## src/csc_pkg.sv

```systemverilog
// Shared constants, carriers and decoders for the charger status and setup registers
package csc_pkg;

    // Register offsets on the serial-interface register port
    localparam logic [7:0] CSC_ADDR_CONDITION = 8'h03;
    localparam logic [7:0] CSC_ADDR_SETUP     = 8'h04;

    // Reset values
    localparam logic [7:0] CSC_SETUP_RESET     = 8'hB1;
    localparam logic [7:0] CSC_CONDITION_RESET = 8'h00;
    localparam logic [7:0] CSC_UNMAPPED_READ   = 8'h00;

    // Field positions of charger_condition
    localparam int COND_THERMAL_REG_BIT = 7;
    localparam int COND_POWER_PATH_BIT  = 6;
    localparam int COND_THERM_TIMER_SUSPEND_BIT  = 5;
    localparam int COND_TERM_BIT        = 4;
    localparam int COND_ACTIVE_BIT      = 3;
    localparam int COND_CHG_TOUT_BIT    = 2;
    localparam int COND_PRE_TOUT_BIT    = 1;
    localparam int COND_BATT_TEMP_BIT   = 0;

    // Field positions of charger_setup
    localparam int SETUP_TIMER_MSB      = 7;
    localparam int SETUP_TIMER_LSB      = 6;
    localparam int SETUP_SAFETY_TIMER_ENABLE_BIT     = 5;
    localparam int SETUP_NTC_BIT        = 4;
    localparam int SETUP_RESTART_BIT    = 3;
    localparam int SETUP_TERM_DIS_BIT   = 2;
    localparam int SETUP_TIMER_SUSPEND_BIT       = 1;
    localparam int SETUP_CHARGER_ENABLE_BIT     = 0;

    // Timing: one-second tick derived from the 8 ns clock
    localparam int CLK_PERIOD_NS        = 8;
    localparam int TICK_TIME_MS         = 1000;
    localparam int TICK_CYCLES          = (TICK_TIME_MS * 1000000) / CLK_PERIOD_NS;
    localparam int SEC_PER_MIN          = 60;

    // Safety timer durations in minutes
    localparam int FAST_4H_MIN          = 240;
    localparam int FAST_5H_MIN          = 300;
    localparam int FAST_6H_MIN          = 360;
    localparam int FAST_8H_MIN          = 480;
    localparam int PRE_SHORT_MIN        = 30;
    localparam int PRE_LONG_MIN         = 60;

    // Width of the seconds counters (8 h = 28800 s fits)
    localparam int SEC_W                = 16;

    // Conditioned analog comparator outputs from the charger core
    typedef struct packed {
        logic thermal_reg;         // Die-temperature loop cutting current
        logic power_path;          // Input-limiting loop cutting current
        logic temp_out_of_range;   // Battery outside charging window
        logic no_thermistor;       // Sensor missing
        logic term_current;        // Charge current below termination level
        logic batt_low;            // Battery below precharge threshold
        logic supply_good;         // A valid input supply is present
    } csc_analog_t;

    // Charge algorithm phases
    typedef enum logic [1:0] {
        CSC_IDLE    = 2'b00,
        CSC_PRECHG  = 2'b01,
        CSC_FASTCHG = 2'b10,
        CSC_DONE    = 2'b11
    } csc_state_t;

    // Fast-charge limit in seconds from the two-bit code
    function automatic logic [SEC_W-1:0] csc_fast_limit(input logic [1:0] code);
        unique case (code)
            2'b00: csc_fast_limit = SEC_W'(FAST_4H_MIN * SEC_PER_MIN);
            2'b01: csc_fast_limit = SEC_W'(FAST_5H_MIN * SEC_PER_MIN);
            2'b10: csc_fast_limit = SEC_W'(FAST_6H_MIN * SEC_PER_MIN);
            2'b11: csc_fast_limit = SEC_W'(FAST_8H_MIN * SEC_PER_MIN);
        endcase
    endfunction

    // Precharge limit in seconds from the select bit
    function automatic logic [SEC_W-1:0] csc_pre_limit(input logic sel);
        csc_pre_limit = sel ? SEC_W'(PRE_LONG_MIN * SEC_PER_MIN) : SEC_W'(PRE_SHORT_MIN * SEC_PER_MIN);
    endfunction

endpackage

```

## src/csc_timer.sv

```systemverilog
// Seconds counter with freeze and clear, flags once its limit is reached
module csc_timer (
    // Clock and reset
    input  wire logic                      ref_clk_i,
    input  wire logic                      resetn_i,
    // Control
    input  wire logic                      clear_i,
    input  wire logic                      step_i,
    input  wire logic [csc_pkg::SEC_W-1:0] limit_i,
    // Result
    output logic                           expired_o
);
    import csc_pkg::*;

    logic [SEC_W-1:0] count_q;   // Elapsed seconds
    logic [SEC_W-1:0] count_inc; // Next count when stepping

    assign count_inc = count_q + SEC_W'(1);

    // Count only on steps; the count saturates once expired so it never wraps
    always_ff @(posedge ref_clk_i) begin
        if (!resetn_i || clear_i) begin
            count_q   <= '0;
            expired_o <= 1'b0;
        end else if (step_i && !expired_o) begin
            count_q   <= count_inc;
            expired_o <= (count_inc >= limit_i);
        end
    end

endmodule // csc_timer

```

## src/csc_regs.sv

```systemverilog
// Charger condition/setup registers and the charge-phase control they steer
import csc_pkg::*;

// What this block does
// RULE1: Bit 7 shows die-temperature current cutback
// RULE2: Bit 6 shows input-limit loop cutting current
// RULE3: Bit 5 shows charging paused by battery temperature
// RULE4: Bit 4 shows termination current reached, stopped
// RULE5: Bit 3 shows charger delivering current
// RULE6: Bit 2 set on any timer expiry; stop
// RULE7: Bit 1 set on precharge expiry; stop
// RULE8: Bit 0 shows missing sensor or bad temperature
// RULE9: Bits 7:6 pick 4/5/6/8 h, reset 10b
// RULE10: Bit 5 enables both timers, reset 1
// RULE11: Bit 4 picks thermistor curve, reset 1
// RULE12: Host sets then clears bit 3 to restart
// RULE13: Bit 2 disables current-based termination only
// RULE14: Bit 1 freezes both timers
// RULE15: Bit 0 enables charger, reset 1
// RULE16: Setup register at 0x04, resets to 0xB1
// RULE17: Precharge timer is 30 or 60 minutes
// RULE18: Status bits live, read-only, not read-cleared
module csc_regs #(
    parameter int TICK_CYCLES_P = csc_pkg::TICK_CYCLES
) (
    // Clock and reset
    input  wire logic                 ref_clk_i,
    input  wire logic                 resetn_i,
    // Register port from the serial interface
    input  wire logic [7:0]           reg_addr_i,
    input  wire logic                 reg_wr_i,
    input  wire logic                 reg_rd_i,
    input  wire logic [7:0]           reg_wdata_i,
    output logic      [7:0]           reg_rdata_o,
    // Charger core status (asynchronous)
    input  wire csc_pkg::csc_analog_t analog_i,
    // Precharge time select from another setup register (same clock)
    input  wire logic                 precharge_time_select_i,
    // Controls to the charger core
    output logic                      charge_on_o,
    output logic                      thermistor_type_select_o
);
    import csc_pkg::*;

    csc_analog_t      ana_meta_q;       // First synchroniser stage
    csc_analog_t      ana_q;            // Synchronised analog status
    logic [7:0]       setup_q;          // charger_setup contents
    logic [7:0]       cond_q;           // charger_condition contents
    csc_state_t       state_q;          // Charge phase
    logic [31:0]      tick_cnt_q;       // Cycles within the current second
    logic             sec_tick_q;       // One-cycle pulse per second
    logic             term_q;           // Current termination reached
    logic             chg_tout_q;       // Some safety timer expired
    logic             pre_tout_q;       // Precharge timer expired
    logic             pre_exp;          // Precharge timer at limit
    logic             fast_exp;         // Fast-charge timer at limit
    logic             timer_step;       // Timers advance this cycle
    logic             halt;             // Charger forced idle
    logic             charging;         // In a charging phase
    logic             temp_bad;         // Battery temperature fault
    logic             deliver;          // Current actually flowing
    logic             ev_term;          // Termination event
    logic             ev_fast_tout;     // Fast-charge expiry event
    logic             ev_pre_tout;      // Precharge expiry event
    logic [SEC_W-1:0] pre_limit;        // Precharge duration, seconds
    logic [SEC_W-1:0] fast_limit;       // Fast-charge duration, seconds

    // Setup field aliases
    logic [1:0] fast_timer_sel;
    logic       safety_timer_enable;
    logic       thermistor_type_select;
    logic       charger_restart;
    logic       term_disable;
    logic       timer_suspend;
    logic       charger_enable;

    assign fast_timer_sel         = setup_q[SETUP_TIMER_MSB:SETUP_TIMER_LSB];
    assign safety_timer_enable    = setup_q[SETUP_SAFETY_TIMER_ENABLE_BIT];
    assign thermistor_type_select = setup_q[SETUP_NTC_BIT];
    assign charger_restart        = setup_q[SETUP_RESTART_BIT];
    assign term_disable           = setup_q[SETUP_TERM_DIS_BIT];
    assign timer_suspend          = setup_q[SETUP_TIMER_SUSPEND_BIT];
    assign charger_enable         = setup_q[SETUP_CHARGER_ENABLE_BIT];

    // Analog status crosses in through two flops before any use
    always_ff @(posedge ref_clk_i) begin
        if (!resetn_i) begin
            ana_meta_q <= '0;
            ana_q      <= '0;
        end else begin
            ana_meta_q <= analog_i;
            ana_q      <= ana_meta_q;
        end
    end

    // Setup register: all bits writable, status offset takes no write
    always_ff @(posedge ref_clk_i) begin
        if (!resetn_i) begin
            setup_q <= CSC_SETUP_RESET; // RULE16 RULE9 RULE10 RULE11 RULE15
        end else if (reg_wr_i && reg_addr_i == CSC_ADDR_SETUP) begin
            setup_q <= reg_wdata_i; // RULE16
        end
    end

    // Restart is level-held by the host, so it parks the charger like a disable
    assign halt     = charger_restart || !charger_enable || !ana_q.supply_good; // RULE12 RULE15
    assign charging = (state_q == CSC_PRECHG) || (state_q == CSC_FASTCHG);
    assign temp_bad = ana_q.temp_out_of_range || ana_q.no_thermistor; // RULE8
    assign deliver  = charging && !temp_bad; // RULE5

    // Expiry only counts while the timers are enabled
    assign ev_pre_tout  = (state_q == CSC_PRECHG) && pre_exp && safety_timer_enable && !halt; // RULE7 RULE10
    assign ev_fast_tout = (state_q == CSC_FASTCHG) && fast_exp && safety_timer_enable && !halt; // RULE6 RULE10
    // Current-based stop is skipped when termination is disabled
    assign ev_term      = (state_q == CSC_FASTCHG) && ana_q.term_current && !term_disable
                          && !halt && !ev_fast_tout; // RULE4 RULE13

    // Free-running one-second prescaler for the safety timers
    always_ff @(posedge ref_clk_i) begin
        if (!resetn_i) begin
            tick_cnt_q <= '0;
            sec_tick_q <= 1'b0;
        end else if (tick_cnt_q == 32'(TICK_CYCLES_P - 1)) begin
            tick_cnt_q <= '0;
            sec_tick_q <= 1'b1;
        end else begin
            tick_cnt_q <= tick_cnt_q + 32'h1;
            sec_tick_q <= 1'b0;
        end
    end

    // Timers run only while current flows; suspend or disable freezes them
    assign timer_step = sec_tick_q && deliver && safety_timer_enable && !timer_suspend; // RULE14 RULE10
    assign pre_limit  = csc_pre_limit(precharge_time_select_i); // RULE17
    assign fast_limit = csc_fast_limit(fast_timer_sel); // RULE9

    // Precharge timer restarts on each entry to the precharge phase
    csc_timer u_pre_timer (
        .ref_clk_i (ref_clk_i),
        .resetn_i  (resetn_i),
        .clear_i   (state_q != CSC_PRECHG),
        .step_i    (timer_step),
        .limit_i   (pre_limit),
        .expired_o (pre_exp)
    );

    // Fast-charge timer restarts on each entry to the fast phase
    csc_timer u_fast_timer (
        .ref_clk_i (ref_clk_i),
        .resetn_i  (resetn_i),
        .clear_i   (state_q != CSC_FASTCHG),
        .step_i    (timer_step),
        .limit_i   (fast_limit),
        .expired_o (fast_exp)
    );

    // Charge phase sequencing
    always_ff @(posedge ref_clk_i) begin
        if (!resetn_i) begin
            state_q <= CSC_IDLE;
        end else if (halt) begin
            state_q <= CSC_IDLE; // RULE12 RULE15
        end else begin
            unique case (state_q)
                CSC_IDLE: begin
                    state_q <= ana_q.batt_low ? CSC_PRECHG : CSC_FASTCHG;
                end
                CSC_PRECHG: begin
                    // Expiry wins over reaching the fast-charge threshold
                    if (ev_pre_tout) begin
                        state_q <= CSC_DONE; // RULE7
                    end else if (!ana_q.batt_low) begin
                        state_q <= CSC_FASTCHG;
                    end
                end
                CSC_FASTCHG: begin
                    if (ev_fast_tout || ev_term) begin
                        state_q <= CSC_DONE; // RULE6 RULE4
                    end
                end
                CSC_DONE: begin
                    // Terminated until the host restarts or disables the charger, or the supply drops
                    state_q <= CSC_DONE;
                end
            endcase
        end
    end

    // Termination and timeout flags hold until the charger is halted
    always_ff @(posedge ref_clk_i) begin
        if (!resetn_i || halt) begin
            term_q     <= 1'b0;
            chg_tout_q <= 1'b0;
            pre_tout_q <= 1'b0;
        end else begin
            if (ev_term) begin
                term_q <= 1'b1; // RULE4
            end
            if (ev_fast_tout || ev_pre_tout) begin
                chg_tout_q <= 1'b1; // RULE6
            end
            if (ev_pre_tout) begin
                pre_tout_q <= 1'b1; // RULE7
            end
        end
    end

    // Condition register tracks live state every cycle; host writes never land here
    always_ff @(posedge ref_clk_i) begin
        if (!resetn_i) begin
            cond_q <= CSC_CONDITION_RESET;
        end else begin
            cond_q[COND_THERMAL_REG_BIT] <= deliver && ana_q.thermal_reg; // RULE1 RULE18
            cond_q[COND_POWER_PATH_BIT]  <= deliver && ana_q.power_path; // RULE2
            cond_q[COND_THERM_TIMER_SUSPEND_BIT]  <= charging && temp_bad; // RULE3
            cond_q[COND_TERM_BIT]        <= term_q; // RULE4
            cond_q[COND_ACTIVE_BIT]      <= deliver; // RULE5
            cond_q[COND_CHG_TOUT_BIT]    <= chg_tout_q; // RULE6
            cond_q[COND_PRE_TOUT_BIT]    <= pre_tout_q; // RULE7
            cond_q[COND_BATT_TEMP_BIT]   <= temp_bad; // RULE8
        end
    end

    // Outputs to the charger core come straight from flops
    always_ff @(posedge ref_clk_i) begin
        if (!resetn_i) begin
            charge_on_o              <= 1'b0;
            thermistor_type_select_o <= CSC_SETUP_RESET[SETUP_NTC_BIT];
        end else begin
            charge_on_o              <= deliver; // RULE5
            thermistor_type_select_o <= thermistor_type_select; // RULE11
        end
    end

    // Read data is registered; a read has no side effect on either register
    always_ff @(posedge ref_clk_i) begin
        if (!resetn_i) begin
            reg_rdata_o <= CSC_UNMAPPED_READ;
        end else if (reg_rd_i) begin
            unique case (reg_addr_i)
                CSC_ADDR_CONDITION: reg_rdata_o <= cond_q; // RULE18
                CSC_ADDR_SETUP:     reg_rdata_o <= setup_q;
                default:            reg_rdata_o <= CSC_UNMAPPED_READ;
            endcase
        end
    end

    property p_thermal_reg;
        @(posedge ref_clk_i) disable iff (!resetn_i)
        deliver && ana_q.thermal_reg |=> cond_q[COND_THERMAL_REG_BIT];
    endproperty
    a_thermal_reg: assert property (p_thermal_reg) else $error("thermal flag missed"); // RULE1

    property p_power_path;
        @(posedge ref_clk_i) disable iff (!resetn_i)
        !deliver |=> !cond_q[COND_POWER_PATH_BIT] && !cond_q[COND_THERMAL_REG_BIT];
    endproperty
    a_power_path: assert property (p_power_path) else $error("limit flag without charging"); // RULE2

    property p_therm_timer_suspend;
        @(posedge ref_clk_i) disable iff (!resetn_i)
        charging && temp_bad |=> cond_q[COND_THERM_TIMER_SUSPEND_BIT] && !charge_on_o;
    endproperty
    a_therm_timer_suspend: assert property (p_therm_timer_suspend) else $error("suspend not shown"); // RULE3

    property p_term;
        @(posedge ref_clk_i) disable iff (!resetn_i)
        ev_term |=> state_q == CSC_DONE ##1 cond_q[COND_TERM_BIT] && !charge_on_o;
    endproperty
    a_term: assert property (p_term) else $error("termination not flagged"); // RULE4

    property p_active;
        @(posedge ref_clk_i) disable iff (!resetn_i)
        cond_q[COND_ACTIVE_BIT] == charge_on_o;
    endproperty
    a_active: assert property (p_active) else $error("active flag mismatch"); // RULE5

    property p_chg_tout;
        @(posedge ref_clk_i) disable iff (!resetn_i)
        ev_fast_tout |=> state_q == CSC_DONE ##1 cond_q[COND_CHG_TOUT_BIT] && !charge_on_o;
    endproperty
    a_chg_tout: assert property (p_chg_tout) else $error("timeout not flagged"); // RULE6

    property p_pre_tout;
        @(posedge ref_clk_i) disable iff (!resetn_i)
        ev_pre_tout |-> ##2 cond_q[COND_PRE_TOUT_BIT] && cond_q[COND_CHG_TOUT_BIT];
    endproperty
    a_pre_tout: assert property (p_pre_tout) else $error("precharge timeout missed"); // RULE7

    property p_batt_temp;
        @(posedge ref_clk_i) disable iff (!resetn_i)
        ana_q.no_thermistor |=> cond_q[COND_BATT_TEMP_BIT];
    endproperty
    a_batt_temp: assert property (p_batt_temp) else $error("sensor fault missed"); // RULE8

    property p_timer_enable;
        @(posedge ref_clk_i) disable iff (!resetn_i)
        !safety_timer_enable && !chg_tout_q |=> !chg_tout_q;
    endproperty
    a_timer_enable: assert property (p_timer_enable) else $error("timeout with timers off"); // RULE10

    property p_restart;
        @(posedge ref_clk_i) disable iff (!resetn_i)
        charger_restart |=> state_q == CSC_IDLE ##1 !charge_on_o;
    endproperty
    a_restart: assert property (p_restart) else $error("restart left charger on"); // RULE12

    property p_term_disable;
        @(posedge ref_clk_i) disable iff (!resetn_i)
        term_disable && !term_q |=> !term_q;
    endproperty
    a_term_disable: assert property (p_term_disable) else $error("terminated while disabled"); // RULE13

    property p_suspend;
        @(posedge ref_clk_i) disable iff (!resetn_i)
        timer_suspend && !pre_exp && state_q == CSC_PRECHG && $past(state_q) == CSC_PRECHG |=> !pre_exp;
    endproperty
    a_suspend: assert property (p_suspend) else $error("timer ran while suspended"); // RULE14

    property p_enable;
        @(posedge ref_clk_i) disable iff (!resetn_i)
        !charger_enable |-> ##2 !charge_on_o;
    endproperty
    a_enable: assert property (p_enable) else $error("charger on while disabled"); // RULE15

    property p_setup_write;
        @(posedge ref_clk_i) disable iff (!resetn_i)
        reg_wr_i && reg_addr_i == CSC_ADDR_SETUP |=> setup_q == $past(reg_wdata_i);
    endproperty
    a_setup_write: assert property (p_setup_write) else $error("setup write lost"); // RULE16

    property p_pre_limit;
        @(posedge ref_clk_i) disable iff (!resetn_i)
        pre_limit == (precharge_time_select_i ? SEC_W'(3600) : SEC_W'(1800));
    endproperty
    a_pre_limit: assert property (p_pre_limit) else $error("precharge duration wrong"); // RULE17

    property p_read_clean;
        @(posedge ref_clk_i) disable iff (!resetn_i)
        reg_rd_i && reg_addr_i == CSC_ADDR_CONDITION |=> reg_rdata_o == $past(cond_q);
    endproperty
    a_read_clean: assert property (p_read_clean) else $error("status read wrong"); // RULE18

endmodule // csc_regs

```

## config.mk

```make
export PLATFORM = sky130hd
export DESIGN_NAME = csc_regs
export DESIGN_NICKNAME = d
export VERILOG_FILES = /design/src/csc_pkg.sv /design/src/csc_timer.sv /design/src/csc_regs.sv
export SDC_FILE = /design/constraint.sdc
export NUM_CORES = 1
export LEC_CHECK = 0
export ABC_AREA = 0
export BUFFER_PORTS_ARGS = -buffer_cell sky130_fd_sc_hd__buf_2
export CELL_PAD_IN_SITES_DETAIL_PLACEMENT = 0
export CELL_PAD_IN_SITES_GLOBAL_PLACEMENT = 1
export CORE_MARGIN = 5
export CORE_UTILIZATION = 50
export CTS_CLUSTER_DIAMETER = 30
export DETAILED_ROUTE_END_ITERATION = 6
export GPL_TIMING_DRIVEN = 0
export PLACE_DENSITY_LB_ADDON = 0.15
export SLEW_MARGIN = 20
export SYNTH_ARGS = -nofsm -noshare
export SYNTH_HDL_FRONTEND = slang
export SYNTH_HIERARCHICAL = 1
export SYNTH_SLANG_ARGS = --single-unit
```

## constraint.sdc

```tcl
create_clock -name ref_clk_i -period 5.6 [get_ports ref_clk_i]
set_input_delay 0.28 -clock ref_clk_i [delete_from_list [all_inputs] [get_ports ref_clk_i]]
set_output_delay 0.28 -clock ref_clk_i [all_outputs]
set_load 0.02 [all_outputs]
```

==> results.sh, run 1 <==
export IMPL_status="completed"
export IMPL_ant_nets=0
export IMPL_max_stage_delay_ns=0.46
export IMPL_cp_end_kind="flip-flop"
export IMPL_clock_sinks=111
export IMPL_first_global_vias=4789
export IMPL_worstPathArrival_ns=3.35
export IMPL_grt_usage_pct=18.8
export IMPL_setup_slack_ns=2.53
export IMPL_synth_most_common_cell="dfxtp_1"
export IMPL_critPathMaxFanout=6
export IMPL_synth_ff_type="dfxtp_1"
export IMPL_fin_crit_sh_pct=54.8
export IMPL_grt_overflow=0
export IMPL_clkTransAtPathRegs_ns=0.08
export IMPL_crit_path_start_kind="flip-flop"
export IMPL_pre_cts_ws_ns=2.55
export IMPL_viasPerCell=5.32
export IMPL_io_pins=38
export IMPL_drive_above_1_share_pct=12.2
export IMPL_crit_type="flip-flop to flip-flop"
export IMPL_drt_iter0_markers=200
export IMPL_diodes=0
export IMPL_clk_path_buf_depth=2
export IMPL_min_delay_path_class="input pin to flip-flop"
export IMPL_timing_setup_tns_ns=0
export IMPL_cts_hold_buffers=0
export IMPL_layoutNonFillerInstCount=925
export IMPL_row_count=40
export IMPL_placed_cells=909
export IMPL_yosys_warnings=6
export IMPL_postCtsResizedCells=0
export IMPL_power_total_uw=1520
export IMPL_numCtsBuffers=9
export IMPL_yosysTopAreaCellShare_pct=36.5
export IMPL_required_ns=5.88
export IMPL_portBuffers=36
export IMPL_hpwl_mm=9.67
export IMPL_yosys_area_top_type="dfxtp_1"
export IMPL_regToRegSetupSlack_ns=2.53
export IMPL_dieWidth_um=120
export IMPL_wl_per_cell_um=13.8
export IMPL_clkLatencyLatePin_ns=0.36
export IMPL_antenna_found_initial=0
export IMPL_maxSlewHeadroom_pct=30.8
export IMPL_hold_violations=0
export IMPL_via_count=4924
export IMPL_p_leak_uw=0.00266
export IMPL_post_cts_buffers=0
export IMPL_synth_edf_count=0
export IMPL_root_buffer="clkbuf_16"
export IMPL_num_nets_final=846
export IMPL_netlist_instances=710
export IMPL_ys_seq_elements=111
export IMPL_start_util_pct=50.8
export IMPL_die_area_mm2=0.0145
export IMPL_rsz0062_at_grt="false"
export IMPL_netlist_top_cells_area="dfxtp_1, ha_1, xnor2_1, nor2_1, nand2_1"
export IMPL_ys_types=57
export IMPL_maxCapViolations=0
export IMPL_fp_dieH_um=120
export IMPL_yosysSeqAreaShare_pct=36.5
export IMPL_fmaxAchievable_mhz=326
export IMPL_tightest_slew_ns=1.03
export IMPL_cts_tree="yes"
export IMPL_fin_skew_ns=0.00931
export IMPL_maxSlewViolCount=0
export IMPL_syn_mean_instance_area_um2=8.57
export IMPL_cpMostUsedCell="ha_1"
export IMPL_final_setup_viol_count=0
export IMPL_synthArstFlopShare_pct=0
export IMPL_drtPass1Iterations=4
export IMPL_drc=0
export IMPL_grt_max_degree=23
export IMPL_drt_total_wl_mm=12.8
export IMPL_grt_pass1_wl_mm=22.5
export IMPL_p_per_area_mw_per_mm2=223
export IMPL_htreeDepth=3
export IMPL_cpMaxStageDelayCell="nor4_4"
export IMPL_path_cells="ha_1 -> nand3_1 -> nor4_4 -> nand2_1 -> xnor2_1 -> ha_1 -> nand4_1 -> or3_1 -> a221o_1 -> a41oi_1"
export IMPL_ys_top_cells_by_count="dfxtp_1, nor2_1, nand2_1"
export IMPL_syn_area_mm2=0.00608
export IMPL_period_minus_slack_ns=3.07
export IMPL_synthToLayoutAreaGrowth_pct=12.1
export IMPL_peakVddDrop_mv=0.146
export IMPL_core_area_mm2=0.0120
export IMPL_gp_congestion=0.799
## layout make-up
type                            instances  area [um2]
Clock inverter                          7        83.8
Buffer                                 29         160
Sequential cell                       111        2220
Timing Repair Buffer                   36         180
Inverter                               51         191
Multi-Input combinational cell        535        3570
Tap cell                              147         184
Fill cell                            1122        5140
Clock buffer                            9         225
## state kept, by name (all words and copies together), names as in the netlist
register / flops
tick_cnt_q: 32
u_fast_timer/count_q: 16
u_pre_timer/count_q: 16
cond_q: 8
reg_rdata_o: 8
setup_q: 8
ana_meta_q: 7
ana_q: 7
state_q: 2
chg_tout_q: 1
pre_tout_q: 1
sec_tick_q: 1
term_q: 1
thermistor_type_select_o: 1
u_fast_timer/expired_o: 1
u_pre_timer/expired_o: 1
## through the flow
step | area (um2) | hold WS [ns] | util [%]
6_report | 6820 | 0.117 | 57.0
5_1_grt | 6820 | 0.110 | 57.0
4_1_cts | 6820 | 0.106 | 57.0
3_5_place_dp | 6510 | 0.419 | 54.4
3_3_place_gp | 6510 | 0.415 | 54.4
2_1_floorplan | 6140 | 0.353 | -
## cells by family after synthesis
group           count (synthesis)  share of synthesized area [%]
compound gates                100                           10.2
flops                         111                           36.5
simple gates                  301                           27.9
buf+inv                        80                           5.78
xor+xnor                       70                           10.1
fa+ha+maj                      45                           9.26
mux                             1                          0.165
other cells                     2                          0.123
## where the power goes
group          internal (uW)  switching (uW)
registers                799            4.62
logic                   24.3            35.5
clock network            323             334
## final timing paths
path / start / end / cells past startpoint
worst max-delay path: u_fast_timer/count_q[0]$_SDFFE_PP0P_ / u_fast_timer/expired_o$_SDFFE_PP0P_ / 10
worst min-delay path: analog_i[5] / ana_meta_q[5]$_SDFF_PN0_ / 2
worst max register to register: u_fast_timer/count_q[0]$_SDFFE_PP0P_ / u_fast_timer/expired_o$_SDFFE_PP0P_ / 10
worst min register to register: ana_q[5]$_SDFF_PN0_ / cond_q[6]$_SDFF_PN0_ / 1
## layer usage
| layer | wire (um) | track usage (%) |
|---|---|---|
| met1 | 6380 | 25.9 |
| met2 | 5770 | 30.3 |
| met3 | 423 | 2.71 |
| met4 | 190 | 6.37 |
| met5 | 0 | 0 |
## cell usage in the layout (no fill, tap or decap), types with 4 or more instances in the layout
| cell | instances |
|---|---|
| o21ai_0 | 25 |
| buf_2 | 39 |
| nor2_1 | 67 |
| nor4_2 | 10 |
| inv_1 | 51 |
| nor4_1 | 5 |
| conb_1 | 18 |
| buf_6 | 4 |
| xnor2_1 | 52 |
| nand2_1 | 59 |
| and4_1 | 4 |
| a22oi_1 | 8 |
| xor2_1 | 18 |
| ha_1 | 45 |
| or4_1 | 4 |
| nor2b_1 | 6 |
| nor2_2 | 4 |
| clkbuf_16 | 9 |
| a31oi_1 | 7 |
| clkbuf_1 | 16 |
| and2_1 | 19 |
| nor3_1 | 26 |
| and3_1 | 6 |
| nand3_1 | 33 |
| dfxtp_1 | 111 |
| o41ai_1 | 4 |
| a41o_1 | 4 |
| nand2b_1 | 7 |
| buf_4 | 4 |
| a21oi_1 | 36 |
| or3_1 | 7 |
| nand4_1 | 14 |
| or3b_1 | 4 |
## worst max-delay path: cells and delay by family, from the launching register on
kind	cells	cell delay, ns
DFF	1	0.42
AOI/OAI and AO/OA	2	0.46
adders and majority gates	2	0.55
and+or+nand+nor	5	1.40
xor gates and xnor gates	1	0.15
No activity file was read; power rests on OpenSTA's default activity.
==> run 2, diff against run 1 <==
ABC_AREA = 1   (was 0)
CORE_UTILIZATION = 40   (was 50)
clock period = 2.6 ns   (was 5.6 ns; I/O delays follow)
==> run 2 against run 1 <==
  * Non-clock buffer count up 1
  * Maximum frequency up 31%
  * Setup slack worse by 2.3 ns
  * Design area up 9.9%
  * Total power up 120%
  * Combinational power rose to 2.8 times the previous value
  * Clock power up 120%
  * Synthesized area up 6.1%
  * Critical path type unchanged
  * Critical endpoint is now u_pre_timer/expired_o$_SDFFE_PP0P_
  * Largest power group unchanged
==> results.sh, run 2 <==
export IMPL_status="completed"
export IMPL_hold_violations=0
export IMPL_first_global_vias=5461
export IMPL_cp_end_kind="flip-flop"
export IMPL_num_nets_final=1117
export IMPL_period_minus_slack_ns=2.35
export IMPL_netlist_instances=968
export IMPL_synthToLayoutAreaGrowth_pct=16.1
export IMPL_syn_mean_instance_area_um2=6.67
export IMPL_final_cell_mix="nand2_1, inv_1, nor2_1, dfxtp_1, nand3_1"
export IMPL_maxSlewHeadroom_pct=60.5
export IMPL_drive_above_1_share_pct=11.6
export IMPL_clock_sinks=111
export IMPL_clkLatencyLatePin_ns=0.36
export IMPL_clkTransAtPathRegs_ns=0.09
export IMPL_via_count=5680
export IMPL_tightest_slew_ns=0.589
export IMPL_largest_register_ffs=32
export IMPL_rr_worst_depth=14
export IMPL_register_area_mm2=0.00223
export IMPL_synth_ff_type="dfxtp_1"
export IMPL_crit_type="flip-flop to flip-flop"
export IMPL_synth_edf_count=0
export IMPL_netlist_top_cells_area="dfxtp_1, nand2_1, inv_1, ha_1, nor2_1"
export IMPL_grt_pass1_wl_mm=25.5
export IMPL_yosysSeqAreaShare_pct=34.4
export IMPL_required_ns=2.90
export IMPL_drc=0
export IMPL_row_count=46
export IMPL_grt_usage_pct=16.8
export IMPL_hpwl_mm=11.4
export IMPL_min_delay_path_class="input pin to flip-flop"
export IMPL_p_per_area_mw_per_mm2=449
export IMPL_fin_crit_sh_pct=90.2
export IMPL_cts_tree="yes"
export IMPL_ys_top_cells_by_count="nand2_1, inv_1, nor2_1"
export IMPL_hold_depth=3
export IMPL_antenna_found_initial=0
export IMPL_final_common_cell="nand2_1"
export IMPL_numCtsBuffers=9
export IMPL_yosys_area_top_type="dfxtp_1"
export IMPL_diodes=0
export IMPL_htreeDepth=3
export IMPL_critPathMaxFanout=4
export IMPL_fin_util_pct=47.2
export IMPL_timing_setup_tns_ns=0
export IMPL_clk_path_buf_depth=2
export IMPL_drt_iter0_markers=253
export IMPL_top_register="tick_cnt_q"
export IMPL_fill_cells=1734
export IMPL_yosys_warnings=6
export IMPL_ys_seq_elements=111
export IMPL_fp_dieH_um=137
export IMPL_drtPass1Iterations=4
export IMPL_root_buffer="clkbuf_16"
export IMPL_grt_overflow=0
export IMPL_core_area_mm2=0.0159
export IMPL_ant_nets=0
export IMPL_p_leak_uw=0.00356
export IMPL_ys_types=34
export IMPL_fmaxAchievable_mhz=426
export IMPL_yosysTopAreaCellShare_pct=34.4
export IMPL_top_regs="tick_cnt_q (32), u_fast_timer/count_q (16), u_pre_timer/count_q (16)"
export IMPL_dpl_instance_area_mm2=0.00697
export IMPL_maxCapViolations=0
export IMPL_final_setup_viol_count=0
export IMPL_path_cells="ha_4 -> nand3_4 -> nor2_4 -> nand2_2 -> nor3_4 -> xor2_1 -> inv_1 -> ha_1 -> nand4_1 -> nor2_2 -> nand3_1 -> nand3_2 -> nand2_1 -> a21oi_2"
export IMPL_multiInputGateArea_mm2=0.00360
export IMPL_worstPathArrival_ns=2.64
export IMPL_crit_path_start_kind="flip-flop"
export IMPL_grt_max_degree=25
export IMPL_wl_per_cell_um=11.6
export IMPL_dieWidth_um=137
export IMPL_rsz0062_at_grt="false"
export IMPL_drt_total_wl_mm=14.7
export IMPL_portBuffers=36
export IMPL_cpMaxStageDelayCell="dfxtp_4"
export IMPL_io_pins=38
export IMPL_fin_skew_ns=0.0129
export IMPL_syn_area_mm2=0.00645
export IMPL_start_util_pct=40.6
export IMPL_max_stage_delay_ns=0.39
export IMPL_synthArstFlopShare_pct=0
export IMPL_viasPerCell=4.49
export IMPL_maxSlewViolCount=0
export IMPL_fin_area_mm2=0.00749
export IMPL_gp_congestion=0.799
export IMPL_synth_most_common_cell="nand2_1"
export IMPL_die_area_mm2=0.0188
export IMPL_peakVddDrop_mv=0.312
-- run 2: changes by cell type after synthesis, sizes merged, moves of 17 or more --
| cell | change |
|---|---|
| nand2 | +179 |
| nor4 | -17 |
| inv | +130 |
| xnor2 | -49 |
| nor2 | +72 |
| nand3 | +32 |
| a21oi | +20 |
| and2 | -20 |
| nor3 | -17 |
-- run 2: final timing paths --
path | from | endpoint | slack, ns
min reg2reg | ana_meta_q[4]$_SDFF_PN0_ | ana_q[4]$_SDFF_PN0_ | 0.42
max reg2reg | u_pre_timer/count_q[0]$_SDFFE_PP0P_ | u_pre_timer/expired_o$_SDFFE_PP0P_ | 0.25
min | reg_wdata_i[1] | setup_q[1]$_SDFFE_PN0P_ | 0.02
max | u_pre_timer/count_q[0]$_SDFFE_PP0P_ | u_pre_timer/expired_o$_SDFFE_PP0P_ | 0.25
-- run 2: layout make-up --
class	count	share of cell area, %
Inverter	181	9.07
Sequential cell	111	29.7
Tap cell	216	3.61
Clock buffer	9	3.01
Multi-Input combinational cell	675	48.1
Clock inverter	7	1.35
Timing Repair Buffer	49	4.11
Buffer	17	1.02
-- run 2: logic make-up (layout without fill, tap and decap cells) --
kind of cell	Yosys count	in the layout	synth area share [%]
xor+xnor	30	30	4.07
buf+inv	198	263	11.7
other cells	2	18	0.116
compound gates	99	99	8.04
fa+ha+maj	45	45	8.72
simple gates	483	483	33.0
flops	111	111	34.4
-- run 2: worst max-delay path, delay by kind of cell, from the launching register on --
kind            cells  cell delay (ns)
compound gates      1             0.12
flops               1             0.39
fa+ha+maj           2             0.45
simple gates        9             1.05
buf+inv             1             0.07
xor+xnor            1             0.20
-- run 2: per-stage QoR --
step	std cells	power (uW)	hold WS [ns]	setup WS, ns
detailed placement	1236	1930	0.313	0.0471
CTS	1264	3440	0.0135	0.0229
floorplan	984	1870	0.228	0.545
global route	1265	3530	0.0202	0.000445
finish	1265	3360	0.0231	0.255
global placement	1236	1920	0.312	0.0664
-- run 2: per-layer routing --
metal / wire length, um / track usage, %
met1: 7200 / 22.0
met2: 7000 / 28.8
met3: 295 / 2.68
met4: 214 / 4.66
met5: 0 / 0
-- run 2: power breakdown --
part / internal [uW] / total (uW) / switching (uW)
logic: 68.2 / 168 / 99.7
registers: 1720 / 1730 / 9.47
clock network: 708 / 1470 / 760
-- run 2: timing repair --
item,in CTS,in global routing
buffers inserted,0,1
endpoints found under the setup margin,0,14
gates resized for setup,0,22
hold endpoints to repair,12,0
hold buffers,12,0
